[src/verilog/lpe_pkg.sv]
// Purpose: constants for longword parity error capture block
// Assumes: 32-bit axi4-lite register bus, 100 MHz aclk
// Notes: offsets are byte addresses
package lpe_pkg;
  // ==========================================
  // register offsets
  localparam logic [7:0] OFF_NMI_CSR = 8'h00;
  localparam logic [7:0] OFF_BUS_STAT = 8'h04;
  localparam logic [7:0] OFF_ERR_ADDR = 8'h08;
  localparam logic [7:0] OFF_FILL_ADDR_LO = 8'h0C;
  localparam logic [7:0] OFF_FILL_ADDR_HI = 8'h10;
  localparam logic [7:0] OFF_SYNDROME = 8'h14;
  localparam logic [7:0] OFF_DCACHE_STAT = 8'h18;
  localparam logic [7:0] OFF_TAG = 8'h1C;
  localparam logic [7:0] OFF_IRQ_STAT = 8'h20;
  localparam logic [7:0] OFF_IRQ_EN = 8'h24;
  localparam logic [7:0] OFF_IRQ_CLR = 8'h28;
  localparam logic [7:0] OFF_CTRL = 8'h2C;
  // ==========================================
  // field positions
  localparam int NMI_PARITY_BIT = 7;
  localparam int BS_DATA_ERR_BIT = 8;
  localparam int BS_INSTR_READ_BIT = 9;
  localparam int BS_QUAD_LSB = 10;
  localparam int BS_LOCK_BIT = 12;
  localparam int DC_DEST_LSB = 0;
  localparam int DC_LONG_BIT = 5;
  localparam int DC_LOCK_BIT = 6;
  localparam int DC_INT_BIT = 7;
  localparam int DC_LEGACY_FP_BIT = 8;
  localparam int IRQ_HOST_PAR = 0;
  localparam int IRQ_FILL_PAR = 1;
  localparam int CTRL_CHECK_EN = 0;
  // ==========================================
  // reset values and answers
  localparam logic [31:0] RESET_WORD = 32'h0000_0000;
  localparam logic [31:0] CTRL_RESET = 32'h0000_0001;
  localparam logic [1:0] RESP_OKAY = 2'h0;
  localparam logic [1:0] RESP_SLVERR = 2'h2;
endpackage

[src/verilog/lpe_top.sv]
// Purpose: longword parity generate/check and fill parity error capture
// Assumes: all inputs synchronous to aclk; registers over axi4-lite
// Notes: one-cycle event pulses capture state; status cleared by software
//
// Notes on behaviour
// - expansion writes into memory get one parity bit per longword
// - expansion reads of memory checked for longword parity before bus
// - host parity error drives the parity input, then nmi request line
// - host parity error sets system parity error flag in nmi csr
// - processor memory reads return stored parity alongside data, checked
// - fill parity error classed instruction or data stream by fill kind
// - instruction fill error: data written unchanged, block marked valid
// - both fill error kinds raise machine check
// - fill error sets data parity flag; instruction read flag by kind
// - fill address bits 33..5 and quadword field record bad address
// - syndrome register shows which longwords failed parity
// - error address register and status bits 6..0 locked on fill error
// - instruction fill error locks data cache status register
// - cache tag register keeps tag probe result when cache enabled
// - data fill error: data written unchanged, block marked valid
// - data fill error only: fill address bits 4..2 take load physical address bits 4..2
// - destination register field names register receiving bad data
// - load type fields identify kind of failing load
`timescale 1ns/1ns
module lpe_top #(
  parameter int LONGWORDS = 8
) (
  input wire logic aclk,
  input wire logic aresetn,
  // axi4-lite slave
  input wire logic [7:0] s_axi_awaddr,
  input wire logic s_axi_awvalid,
  output logic s_axi_awready,
  input wire logic [31:0] s_axi_wdata,
  input wire logic [3:0] s_axi_wstrb,
  input wire logic s_axi_wvalid,
  output logic s_axi_wready,
  output logic [1:0] s_axi_bresp,
  output logic s_axi_bvalid,
  input wire logic s_axi_bready,
  input wire logic [7:0] s_axi_araddr,
  input wire logic s_axi_arvalid,
  output logic s_axi_arready,
  output logic [31:0] s_axi_rdata,
  output logic [1:0] s_axi_rresp,
  output logic s_axi_rvalid,
  input wire logic s_axi_rready,
  // expansion write path into memory
  input wire logic exp_wr_valid,
  input wire logic [31:0] exp_wr_data,
  output logic mem_wr_valid,
  output logic [31:0] mem_wr_data,
  output logic mem_wr_parity,
  // expansion read path from memory
  input wire logic exp_rd_valid,
  input wire logic [31:0] exp_rd_data,
  input wire logic exp_rd_parity,
  output logic exp_bus_valid,
  output logic [31:0] exp_bus_data,
  output logic nmi_request_line,
  // processor fill from memory
  input wire logic fill_valid,
  input wire logic fill_instr,
  input wire logic [LONGWORDS*32-1:0] fill_data,
  input wire logic [LONGWORDS-1:0] fill_parity,
  input wire logic [33:2] fill_pa,
  input wire logic [1:0] fill_quadword_field,
  input wire logic [4:0] load_dest_reg,
  input wire logic load_longword,
  input wire logic load_locked,
  input wire logic load_integer,
  input wire logic load_legacy_float,
  input wire logic ext_cache_enabled,
  input wire logic [31:0] tag_probe_result,
  output logic cache_wr_valid,
  output logic cache_wr_icache,
  output logic [LONGWORDS*32-1:0] cache_wr_data,
  output logic cache_block_valid,
  output logic machine_check,
  output logic irq
);
  import lpe_pkg::*;

  if (LONGWORDS < 1 || LONGWORDS > 32) begin : g_bad_words
    $error("LONGWORDS must be 1..32");
  end

  // ==========================================
  // parity generate and check
  logic [LONGWORDS-1:0] word_bad;
  logic fill_err;
  logic host_err;
  logic check_en;
  genvar g;
  generate
    for (g = 0; g < LONGWORDS; g++) begin : g_word
      assign word_bad[g] = (^fill_data[g*32 +: 32]) ^ fill_parity[g];
    end
  endgenerate
  assign fill_err = fill_valid && check_en && (|word_bad);
  assign host_err = exp_rd_valid && check_en && ((^exp_rd_data) ^ exp_rd_parity);

  always_ff @(posedge aclk) begin
    if (!aresetn) begin
      mem_wr_valid <= 1'b0;
      mem_wr_data <= RESET_WORD;
      mem_wr_parity <= 1'b0;
    end else begin
      mem_wr_valid <= exp_wr_valid;
      mem_wr_data <= exp_wr_data;
      mem_wr_parity <= ^exp_wr_data;
    end
  end

  always_ff @(posedge aclk) begin
    if (!aresetn) begin
      exp_bus_valid <= 1'b0;
      exp_bus_data <= RESET_WORD;
    end else begin
      exp_bus_valid <= exp_rd_valid;
      exp_bus_data <= exp_rd_data;
    end
  end

  // fill data always goes into the cache unmodified, block validated
  always_ff @(posedge aclk) begin
    if (!aresetn) begin
      cache_wr_valid <= 1'b0;
      cache_wr_icache <= 1'b0;
      cache_wr_data <= '0;
      cache_block_valid <= 1'b0;
      machine_check <= 1'b0;
    end else begin
      cache_wr_valid <= fill_valid;
      cache_wr_icache <= fill_instr;
      cache_wr_data <= fill_data;
      cache_block_valid <= fill_valid;
      machine_check <= fill_err;
    end
  end

  // ==========================================
  // error capture registers
  logic nmi_flag_q;
  logic dperr_q;
  logic ird_q;
  logic [1:0] qw_q;
  logic [6:0] bs_low_q;
  logic locked_q;
  logic [31:0] err_addr_q;
  logic [33:2] fill_addr_q;
  logic [LONGWORDS-1:0] syn_q;
  logic [8:0] data_cache_status_q;
  logic dc_locked_q;
  logic [31:0] tag_q;
  logic [1:0] irq_stat_q;
  logic [1:0] irq_en_q;
  logic ctrl_q;
  logic wr_fire;
  logic [7:0] wr_addr_q;
  logic [31:0] wr_data_q;
  logic [3:0] wr_strb_q;
  logic nmi_clr;
  logic bs_clr;
  logic [1:0] irq_clr;

  assign check_en = ctrl_q;
  assign nmi_request_line = nmi_flag_q;

  always_ff @(posedge aclk) begin
    if (!aresetn) begin
      nmi_flag_q <= 1'b0;
    end else if (host_err) begin
      nmi_flag_q <= 1'b1;
    end else if (nmi_clr) begin
      nmi_flag_q <= 1'b0;
    end
  end

  always_ff @(posedge aclk) begin
    if (!aresetn) begin
      dperr_q <= 1'b0;
      ird_q <= 1'b0;
      qw_q <= 2'h0;
      fill_addr_q <= '0;
      syn_q <= '0;
    end else if (fill_err) begin
      dperr_q <= 1'b1;
      ird_q <= fill_instr;
      qw_q <= fill_quadword_field;
      fill_addr_q[33:5] <= fill_pa[33:5];
      if (!fill_instr) begin
        fill_addr_q[4:2] <= fill_pa[4:2];
      end
      syn_q <= word_bad;
    end else if (bs_clr) begin
      dperr_q <= 1'b0;
      ird_q <= 1'b0;
    end
  end

  // address register and low status bits freeze while an error is held
  always_ff @(posedge aclk) begin
    if (!aresetn) begin
      locked_q <= 1'b0;
      err_addr_q <= RESET_WORD;
      bs_low_q <= 7'h00;
    end else if (fill_err) begin
      locked_q <= 1'b1;
    end else if (bs_clr) begin
      locked_q <= 1'b0;
    end else if (!locked_q && fill_valid) begin
      err_addr_q <= fill_pa[33:2];
      bs_low_q <= {fill_instr, fill_quadword_field, 4'h0};
    end
  end

  always_ff @(posedge aclk) begin
    if (!aresetn) begin
      data_cache_status_q <= 9'h000;
      dc_locked_q <= 1'b0;
    end else if (fill_err && fill_instr) begin
      dc_locked_q <= 1'b1;
    end else if (fill_err && !dc_locked_q) begin
      data_cache_status_q[4:0] <= load_dest_reg;
      data_cache_status_q[DC_LONG_BIT] <= load_longword;
      data_cache_status_q[DC_LOCK_BIT] <= load_locked;
      data_cache_status_q[DC_INT_BIT] <= load_integer;
      data_cache_status_q[DC_LEGACY_FP_BIT] <= load_legacy_float;
    end else if (bs_clr) begin
      dc_locked_q <= 1'b0;
    end
  end

  always_ff @(posedge aclk) begin
    if (!aresetn) begin
      tag_q <= RESET_WORD;
    end else if (fill_err && ext_cache_enabled) begin
      tag_q <= tag_probe_result;
    end
  end

  // sticky interrupt status, set wins over clear
  always_ff @(posedge aclk) begin
    if (!aresetn) begin
      irq_stat_q <= 2'h0;
    end else begin
      irq_stat_q <= (irq_stat_q & ~irq_clr) | {fill_err, host_err};
    end
  end
  assign irq = |(irq_stat_q & irq_en_q);

  // ==========================================
  // axi4-lite write channel
  logic aw_held_q;
  logic w_held_q;
  logic bad_wr;
  assign s_axi_awready = !aw_held_q && !s_axi_bvalid;
  assign s_axi_wready = !w_held_q && !s_axi_bvalid;
  assign wr_fire = (aw_held_q || (s_axi_awvalid && s_axi_awready)) &&
                   (w_held_q || (s_axi_wvalid && s_axi_wready));

  always_ff @(posedge aclk) begin
    if (!aresetn) begin
      aw_held_q <= 1'b0;
      w_held_q <= 1'b0;
      wr_addr_q <= 8'h00;
      wr_data_q <= RESET_WORD;
      wr_strb_q <= 4'h0;
    end else begin
      if (s_axi_awvalid && s_axi_awready) begin
        wr_addr_q <= s_axi_awaddr;
      end
      if (s_axi_wvalid && s_axi_wready) begin
        wr_data_q <= s_axi_wdata;
        wr_strb_q <= s_axi_wstrb;
      end
      aw_held_q <= wr_fire ? 1'b0 : (aw_held_q || (s_axi_awvalid && s_axi_awready));
      w_held_q <= wr_fire ? 1'b0 : (w_held_q || (s_axi_wvalid && s_axi_wready));
    end
  end

  logic [7:0] wa;
  logic [31:0] wd;
  logic [3:0] ws;
  assign wa = (s_axi_awvalid && s_axi_awready) ? s_axi_awaddr : wr_addr_q;
  assign ws = (s_axi_wvalid && s_axi_wready) ? s_axi_wstrb : wr_strb_q;
  // byte lanes without a strobe read as zero
  assign wd = ((s_axi_wvalid && s_axi_wready) ? s_axi_wdata : wr_data_q) &
              {{8{ws[3]}}, {8{ws[2]}}, {8{ws[1]}}, {8{ws[0]}}};
  assign nmi_clr = wr_fire && wa == OFF_NMI_CSR && wd[NMI_PARITY_BIT];
  assign bs_clr = wr_fire && wa == OFF_BUS_STAT && wd[BS_DATA_ERR_BIT];
  assign irq_clr = (wr_fire && wa == OFF_IRQ_CLR) ? wd[1:0] : 2'h0;
  assign bad_wr = !(wa == OFF_NMI_CSR || wa == OFF_BUS_STAT || wa == OFF_IRQ_EN ||
                    wa == OFF_IRQ_CLR || wa == OFF_CTRL);

  always_ff @(posedge aclk) begin
    if (!aresetn) begin
      irq_en_q <= 2'h0;
      ctrl_q <= CTRL_RESET[CTRL_CHECK_EN];
    end else if (wr_fire) begin
      if (wa == OFF_IRQ_EN) begin
        irq_en_q <= wd[1:0];
      end
      if (wa == OFF_CTRL) begin
        ctrl_q <= wd[CTRL_CHECK_EN];
      end
    end
  end

  always_ff @(posedge aclk) begin
    if (!aresetn) begin
      s_axi_bvalid <= 1'b0;
      s_axi_bresp <= RESP_OKAY;
    end else if (wr_fire) begin
      s_axi_bvalid <= 1'b1;
      s_axi_bresp <= bad_wr ? RESP_SLVERR : RESP_OKAY;
    end else if (s_axi_bready) begin
      s_axi_bvalid <= 1'b0;
    end
  end

  // ==========================================
  // axi4-lite read channel
  logic [31:0] rd_mux;
  logic rd_ok;
  always_comb begin
    rd_mux = RESET_WORD;
    rd_ok = 1'b1;
    unique case (s_axi_araddr)
      OFF_NMI_CSR: rd_mux[NMI_PARITY_BIT] = nmi_flag_q;
      OFF_BUS_STAT: rd_mux[12:0] = {locked_q, qw_q, ird_q, dperr_q, 1'b0, bs_low_q};
      OFF_ERR_ADDR: rd_mux = err_addr_q;
      OFF_FILL_ADDR_LO: rd_mux = {fill_addr_q[31:2], 2'h0};
      OFF_FILL_ADDR_HI: rd_mux[1:0] = fill_addr_q[33:32];
      OFF_SYNDROME: rd_mux[LONGWORDS-1:0] = syn_q;
      OFF_DCACHE_STAT: rd_mux[8:0] = data_cache_status_q;
      OFF_TAG: rd_mux = tag_q;
      OFF_IRQ_STAT: rd_mux[1:0] = irq_stat_q;
      OFF_IRQ_EN: rd_mux[1:0] = irq_en_q;
      OFF_CTRL: rd_mux[0] = ctrl_q;
      default: rd_ok = 1'b0;
    endcase
  end

  assign s_axi_arready = !s_axi_rvalid;
  always_ff @(posedge aclk) begin
    if (!aresetn) begin
      s_axi_rvalid <= 1'b0;
      s_axi_rdata <= RESET_WORD;
      s_axi_rresp <= RESP_OKAY;
    end else if (s_axi_arvalid && s_axi_arready) begin
      s_axi_rvalid <= 1'b1;
      s_axi_rdata <= rd_mux;
      s_axi_rresp <= rd_ok ? RESP_OKAY : RESP_SLVERR;
    end else if (s_axi_rready) begin
      s_axi_rvalid <= 1'b0;
    end
  end

  // ==========================================
  // checks
  host_nmi_a: assert property (@(posedge aclk) disable iff (!aresetn)
    host_err |=> nmi_request_line)
    else $error("host parity error did not raise nmi");
  nmi_flag_a: assert property (@(posedge aclk) disable iff (!aresetn)
    host_err |=> nmi_flag_q && irq_stat_q[IRQ_HOST_PAR])
    else $error("parity flag not set");
  wr_parity_a: assert property (@(posedge aclk) disable iff (!aresetn)
    exp_wr_valid |=> mem_wr_valid && (mem_wr_parity == ^mem_wr_data))
    else $error("write parity wrong");
  mcheck_a: assert property (@(posedge aclk) disable iff (!aresetn)
    fill_err |=> machine_check && dperr_q)
    else $error("fill error missed machine check");
  ird_flag_a: assert property (@(posedge aclk) disable iff (!aresetn)
    fill_err |=> ird_q == $past(fill_instr))
    else $error("instruction read flag wrong");
  syndrome_a: assert property (@(posedge aclk) disable iff (!aresetn)
    fill_err |=> syn_q == $past(word_bad) && syn_q != '0)
    else $error("syndrome wrong");
  fill_unmod_a: assert property (@(posedge aclk) disable iff (!aresetn)
    fill_valid |=> cache_block_valid && cache_wr_data == $past(fill_data))
    else $error("fill data altered");
  lock_hold_a: assert property (@(posedge aclk) disable iff (!aresetn)
    locked_q && !bs_clr |=> $stable(err_addr_q) && $stable(bs_low_q))
    else $error("locked registers changed");
  dc_lock_a: assert property (@(posedge aclk) disable iff (!aresetn)
    fill_err && fill_instr |=> dc_locked_q)
    else $error("data cache status not locked");
  tag_keep_a: assert property (@(posedge aclk) disable iff (!aresetn)
    fill_err && ext_cache_enabled |=> tag_q == $past(tag_probe_result))
    else $error("tag probe not kept");
endmodule

[config.mk]
export PLATFORM = sky130hd
export DESIGN_NAME = lpe_top
export DESIGN_NICKNAME = d
export VERILOG_FILES = /design/src/verilog/lpe_pkg.sv /design/src/verilog/lpe_top.sv
export SDC_FILE = /design/constraint.sdc
export NUM_CORES = 1
export LEC_CHECK = 0
export ABC_AREA = 1
export BUFFER_PORTS_ARGS = -buffer_cell sky130_fd_sc_hd__buf_2
export CELL_PAD_IN_SITES_DETAIL_PLACEMENT = 0
export CELL_PAD_IN_SITES_GLOBAL_PLACEMENT = 2
export CORE_AREA = 8 8 320 322
export DETAILED_ROUTE_END_ITERATION = 16
export DIE_AREA = 0 0 328 330
export PLACE_DENSITY_LB_ADDON = 0.1
export SLEW_MARGIN = 20
export SYNTH_ARGS = -nofsm -noshare
export SYNTH_HDL_FRONTEND = slang
export SYNTH_SLANG_ARGS = --single-unit
export TNS_END_PERCENT = 30
[constraint.sdc]
create_clock -name aclk -period 3.2 [get_ports aclk]
set_input_delay 0.16 -clock aclk [delete_from_list [all_inputs] [get_ports aclk]]
set_output_delay 0.16 -clock aclk [all_outputs]
set_load 0.02 [all_outputs]
# Yosys cells after proc, flatten, opt, wreduce, memory -nomap -nowiden
# Index checks and enable logic that the tools add are counted.
# op_classes
n_mux	25
n_lt_le_gt_ge	0
addsub	0
mul	0
n_div	0
n_reduce_logical	58
n_eq_ne	15
shift	0
n_bitwise	19
# ops
operator	count
$reduce_xor 32->1	10
$pmux 19 s3	1
$eq 8x6->1 const B	6
$eq 8x5->1 const B	4
$mux 32	1
$pmux 5 s6	1
$logic_and 1x1->1	19
$eq 8x3->1 const B	2
$eq 8x4->1 const B	2
$logic_not 8->1	2
$pmux 4 s4	1
$mux 1	12
$reduce_or 11->1	1
$reduce_and 2->1	5
$reduce_bool 2->1	5
$and 9x9->9	1
$xor 1x1->1	9
$mux 8	1
$pmux 1 s8	1
$reduce_or 8->1	1
$pmux 1 s7	1
$logic_not 1->1	6
$logic_or 1x1->1	6
$mux 2	3
10 further kinds	16
# totals
in_bits	468
n_memories	0
mem_bits_ro	0
ram_bits	0
wordCells	151
latchBits	0
ff_bits	537
out_inout_bits	370

# Logic depth before layout (Yosys ltp)
# logic_depth
depth_word	10
depth_mapped	24
depth_no_buf	23

# Worst setup path before layout
# Ideal clock, no wire load.
# synth_path
path_kind	register to register
startpoint	reg s_axi_bvalid
endpoint	reg err_addr_q[14]
path_stages_with_launch	13
arrival_time_ps	2226
period_less_slack_ps	2290
slack_ps	910
setup_time_ps	64
n_path_buf	2
required_ps	3136
path_cell_list	dfxtp_1 nor2_2 nand2_2 or2_2 o21ai_0 nand3_1 nor3b_2 nand3b_2 buf_2 buf_6 nand4_1 nand2_1 nor2_1
# synth_via
elab_chain_len	9
word_cells_on_any_way	17
cone_classes	eq/ne (1); mux (3); bitwise (2); reduce/logical (11)
# synth_lines
element	line	source
start: declaration	lpe_top.sv:39	output logic s_axi_bvalid,
start signal: assignment	lpe_top.sv:313	s_axi_bvalid <= 1'b0;
start signal: assignment	lpe_top.sv:316	s_axi_bvalid <= 1'b1;
start signal: assignment	lpe_top.sv:319	s_axi_bvalid <= 1'b0;
$logic_not 1->1 *	lpe_top.sv:258	assign s_axi_awready = !aw_held_q && !s_axi_bvalid;
$logic_and 1x1->1 *	lpe_top.sv:258	
net s_axi_awready	lpe_top.sv:33	output logic s_axi_awready,
$logic_and 1x1->1 *	lpe_top.sv:260, lpe_top.sv:286	
$mux 8 / $logic_or 1x1->1 (equally long branches)	-	
$eq 8x3->1 / $logic_and 1x1->1 (equally long branches)	lpe_top.sv:292, lpe_top.sv:260	
$logic_and 1x1->1 * (2 in series)	lpe_top.sv:292	assign bs_clr = wr_fire && wa == OFF_BUS_STAT && wd[BS_DATA_ERR_BIT];
$not 1->1 (no line) *	-	
$reduce_and 3->1 (no line) *	-	
end signal: assignment	lpe_top.sv:213	err_addr_q <= fill_pa[33:2];
end: declaration	lpe_top.sv:150	logic [31:0] err_addr_q;
# Mark *: on every way through the listed nets, which the timed path passes. The rest lies on a longest branch.
# A chain may end at the register's enable or synchronous reset.

# Worst setup path in the final report
# layout_path
startpoint	in fill_data[34]
endpoint	reg fill_addr_q[16] (netlist name)
# layout_via
elab_chain_len	4
# layout_lines
element	line	source
start: declaration	lpe_top.sv:64	input wire logic [LONGWORDS*32-1:0] fill_data,
$reduce_xor 32->1	lpe_top.sv:97	assign word_bad[g] = (^fill_data[g*32 +: 32]) ^ fill_parity[g];
$xor 1x1->1	lpe_top.sv:97	
$reduce_or 8->1	lpe_top.sv:100	assign fill_err = fill_valid && check_en && (|word_bad);
$logic_and 1x1->1	lpe_top.sv:100	
end: declaration	lpe_top.sv:151	logic [33:2] fill_addr_q;
# No other way between the ends.

==> results.toml <==
[drt]
drtAntennaViolNets = 0
vias_per_cell = 4.02
first_pass_iters = 5
drc = 0
routedWlPerCell_um = 15.9
vias = 25600
drt-total-wl_um = 102000
initialDrtViolationCount = 1223

[layout]
post-route-util = 0.374
final_area_sq_um = 36400
final_common_cell = "nand2_1"
final_cell_mix = "nand2_1, buf_2, inv_1, dfxtp_1, dlygate4sd3_1"
nets = 5497
layout.cells.non_filler = 6378
area_growth_pct = 51.9
drive_gt1_frac = 0.192
seqCellArea_sq_um = 10100
multiInputGateArea_sq_um = 10700
fillers = 10600

[critical_path]
critPathMaxFanout = 34
required_ns = 3.76
path_class = "primary input to flip-flop"
crit_path_max_incr_delay_ns = 0.58
crit_path_end_kind = "flip-flop"
rrSetupSlack_ns = 0.76
crit_family = "buffers and inverters"
cp.buffers_inverters = 5
critical_path_arrival_ns = 3.48
critPathLaunchType = "primary input"
slowest_stage = "dlygate4sd3_1"
crit_chain = "dlygate4sd3_1, buf_2, xnor2_1, nand2_1, nand2_1, nand2_1, nand2_1, nand2_1, nand2_1, nand2_1, nand3_1, nand2_1, inv_1, nand2_1, nor2_1, nand2_2, nand2_8, buf_16, o21ai_0, dlygate4sd3_1, a21oi_1"
crit_top_cell = "nand2_1"

[global_routing]
grt_pass1_wl_um = 152000
grt_overflow = 0
first_global_vias = 25900
antenna_found_initial = 24
grt_max_degree = 128
grtUsageTotal = 0.181

[cts]
h-tree-depth = 3
clk_latency_ns = 0.62
cts-root-buf = "clkbuf_16"
cts_buffer_depth = 3
cts_tree = "built"
clkTransAtPathRegs_ns = 0.06
numCtsBuffers = 68
post_cts_buffers = 0
clock-sinks = 505

[die]
dieArea_sq_um = 108000
die_h_um = 330
initial_core_util = 0.246
rows = 115
die_x_um = 328
io_pins = 838
coreArea_sq_um = 97400

[timing]
rsz0062_at_grt = "false"
hold_viol_final = 0
fin_crit_sh = 0.913
skew_ns = 0.0165
setup_tns_ns = 0
finalSetupViolCount = 0
period_minus_slack_ns = 2.92
fmax_mhz = 342
setup_ws_ns = 0.277
tightest_slew_ns = 1.13
slew_headroom = 0.248
slew_violations = 0
holdWs_ns = 0.0630

[logic_synthesis]
syn_area_per_cell_sq_um = 6.35
synthSimpleGateAreaFrac = 0.333
synth_top_family_by_area = "simple AND/OR/NAND/NOR gates"
yosys.area_share.adder = 0
synth-compound-area-share = 0.0540
synthMuxAreaShare = 0.00334
ys_ff_latch = 505
yosys.cell_types.count = 44
ys_seq_area_frac = 0.422
synth_xor_area_frac = 0.0533
syn-cell-area_sq_um = 24000
synth_cells = 3777
ys_warn_count = 0

[run]
drv_cap = 0

[placed_design]
place_hpwl_um = 79700
dp.cells = 5791
gp_congestion = 0.775
place_ws_ns = 0.350
port_buffers = 805
placed_cell_area_sq_um = 29400

[power_and_ir_drop]
p_seq_frac = 0.366
power_density_nw_per_um2 = 508
p_int_mw = 13.1
p_sw_mw = 5.46
swShare = 0.295
fin_total_pwr_mw = 18.5
combPwrFrac = 0.207
p_clk_frac = 0.427
peakVddDrop_uv = 428
p_leak_nw = 21.2

[outcome]
outcome = "finished, final reports clean"

[worst_hold_path]
hold_path.class = "primary input to flip-flop"
cell usage after synthesis, drive strengths merged:
library cell  count  share of area
a2111oi           2        0.00073
a211oi            2        0.00063
a21oi           107          0.022
a221oi           10         0.0037
a22o              1        0.00037
buf              34         0.0088
clkbuf           73          0.011
clkinv            3        0.00047
conb              1        0.00016
dfxtp           505           0.42
inv             725           0.11
mux2i             8         0.0033
nand2          1781           0.28
nand3            72          0.016
nand3b            3         0.0011
nand4            39          0.010
nor2            141          0.022
nor3             10         0.0021
nor3b             1        0.00052
nor4              2        0.00052
o211ai            5         0.0016
o21a              1        0.00031
o21ai            67          0.014
o21bai            3        0.00094
o221ai           17         0.0062
o22ai             8         0.0021
o31ai             1        0.00031
o41ai             2        0.00073
or2               7         0.0018
xnor2            94          0.034
xor2             52          0.019
flip-flops by register name (all words and copies together), names as in the netlist, 2 cells and up:
signal               count
qw_q                     2
mem_wr_data             32
syn_q                    8
wr_addr_q                8
cache_wr_data          256
irq_stat_q               2
tag_q                   32
err_addr_q              32
fill_addr_q             32
exp_bus_data            32
bs_low_q                 3
irq_en_q                 2
s_axi_rdata             32
data_cache_status_q      9
wr_strb_q                2
wr_data_q                4
worst min-delay path, delay by kind of cell:
| kind | cells | cell delay, ns |
|---|---|---|
| buf+inv | 1 | 0.09 |
| simple gates | 3 | 0.29 |
| compound gates | 1 | 0.11 |
power groups by stage:
stage / Clock (mW) / Combinational, mW / Sequential, mW
final: 7.92 / 3.83 / 6.78
after global routing: 8.47 / 4.31 / 6.81
after CTS: 8.22 / 3.90 / 6.78
after detailed placement: 0 / 3.40 / 6.91
after global placement: 0 / 3.40 / 6.91
after floorplan: 0 / 1.75 / 7.21
timing repair:
item | CTS | global route
resized for setup | 0 | 15
hold endpoints to repair | 452 | 0
setup endpoints to repair | 0 | 7
hold buffers | 454 | 0
worst paths after layout:
kind,end,start,cells after the start
worst min-delay path,syn_q[7]$_SDFFE_PN0N_,fill_parity[7],5
worst max-delay path,fill_addr_q[16]$_SDFFE_PN0N_,fill_data[34],21
worst max register to register,err_addr_q[2]$_SDFFE_PN0P_,s_axi_bvalid$_SDFFE_PN0P_,15
worst min register to register,fill_addr_q[10]$_SDFFE_PN0N_,fill_addr_q[10]$_SDFFE_PN0N_,2
kinds of logic after synthesis:
| kind of cell | after synthesis |
|---|---|
| AOI/OAI and AO/OA | 226 |
| other | 1 |
| xor gates and xnor gates | 146 |
| and+or+nand+nor | 2056 |
| DFF | 505 |
| muxes | 8 |
| buffers and inverters | 835 |
per-layer routing:
metal / track usage / vias up / part of all wire
li1: - / 13600 / -
met1: 0.209 / 11300 / 0.41
met2: 0.327 / 571 / 0.51
met3: 0.0443 / 131 / 0.059
met4: 0.0563 / 6 / 0.025
met5: 0 / - / 0.00040
area by class of cell:
class                   count  area share
diodes                     12    0.000824
flip-flops and latches    505       0.277
well taps                1287      0.0442
multi-input cells        2438       0.294
clock buffers             100      0.0567
inverters                 728      0.0750
clock inverters            20     0.00748
repair buffers           1288       0.244
Power figures use the tool's default switching activity.
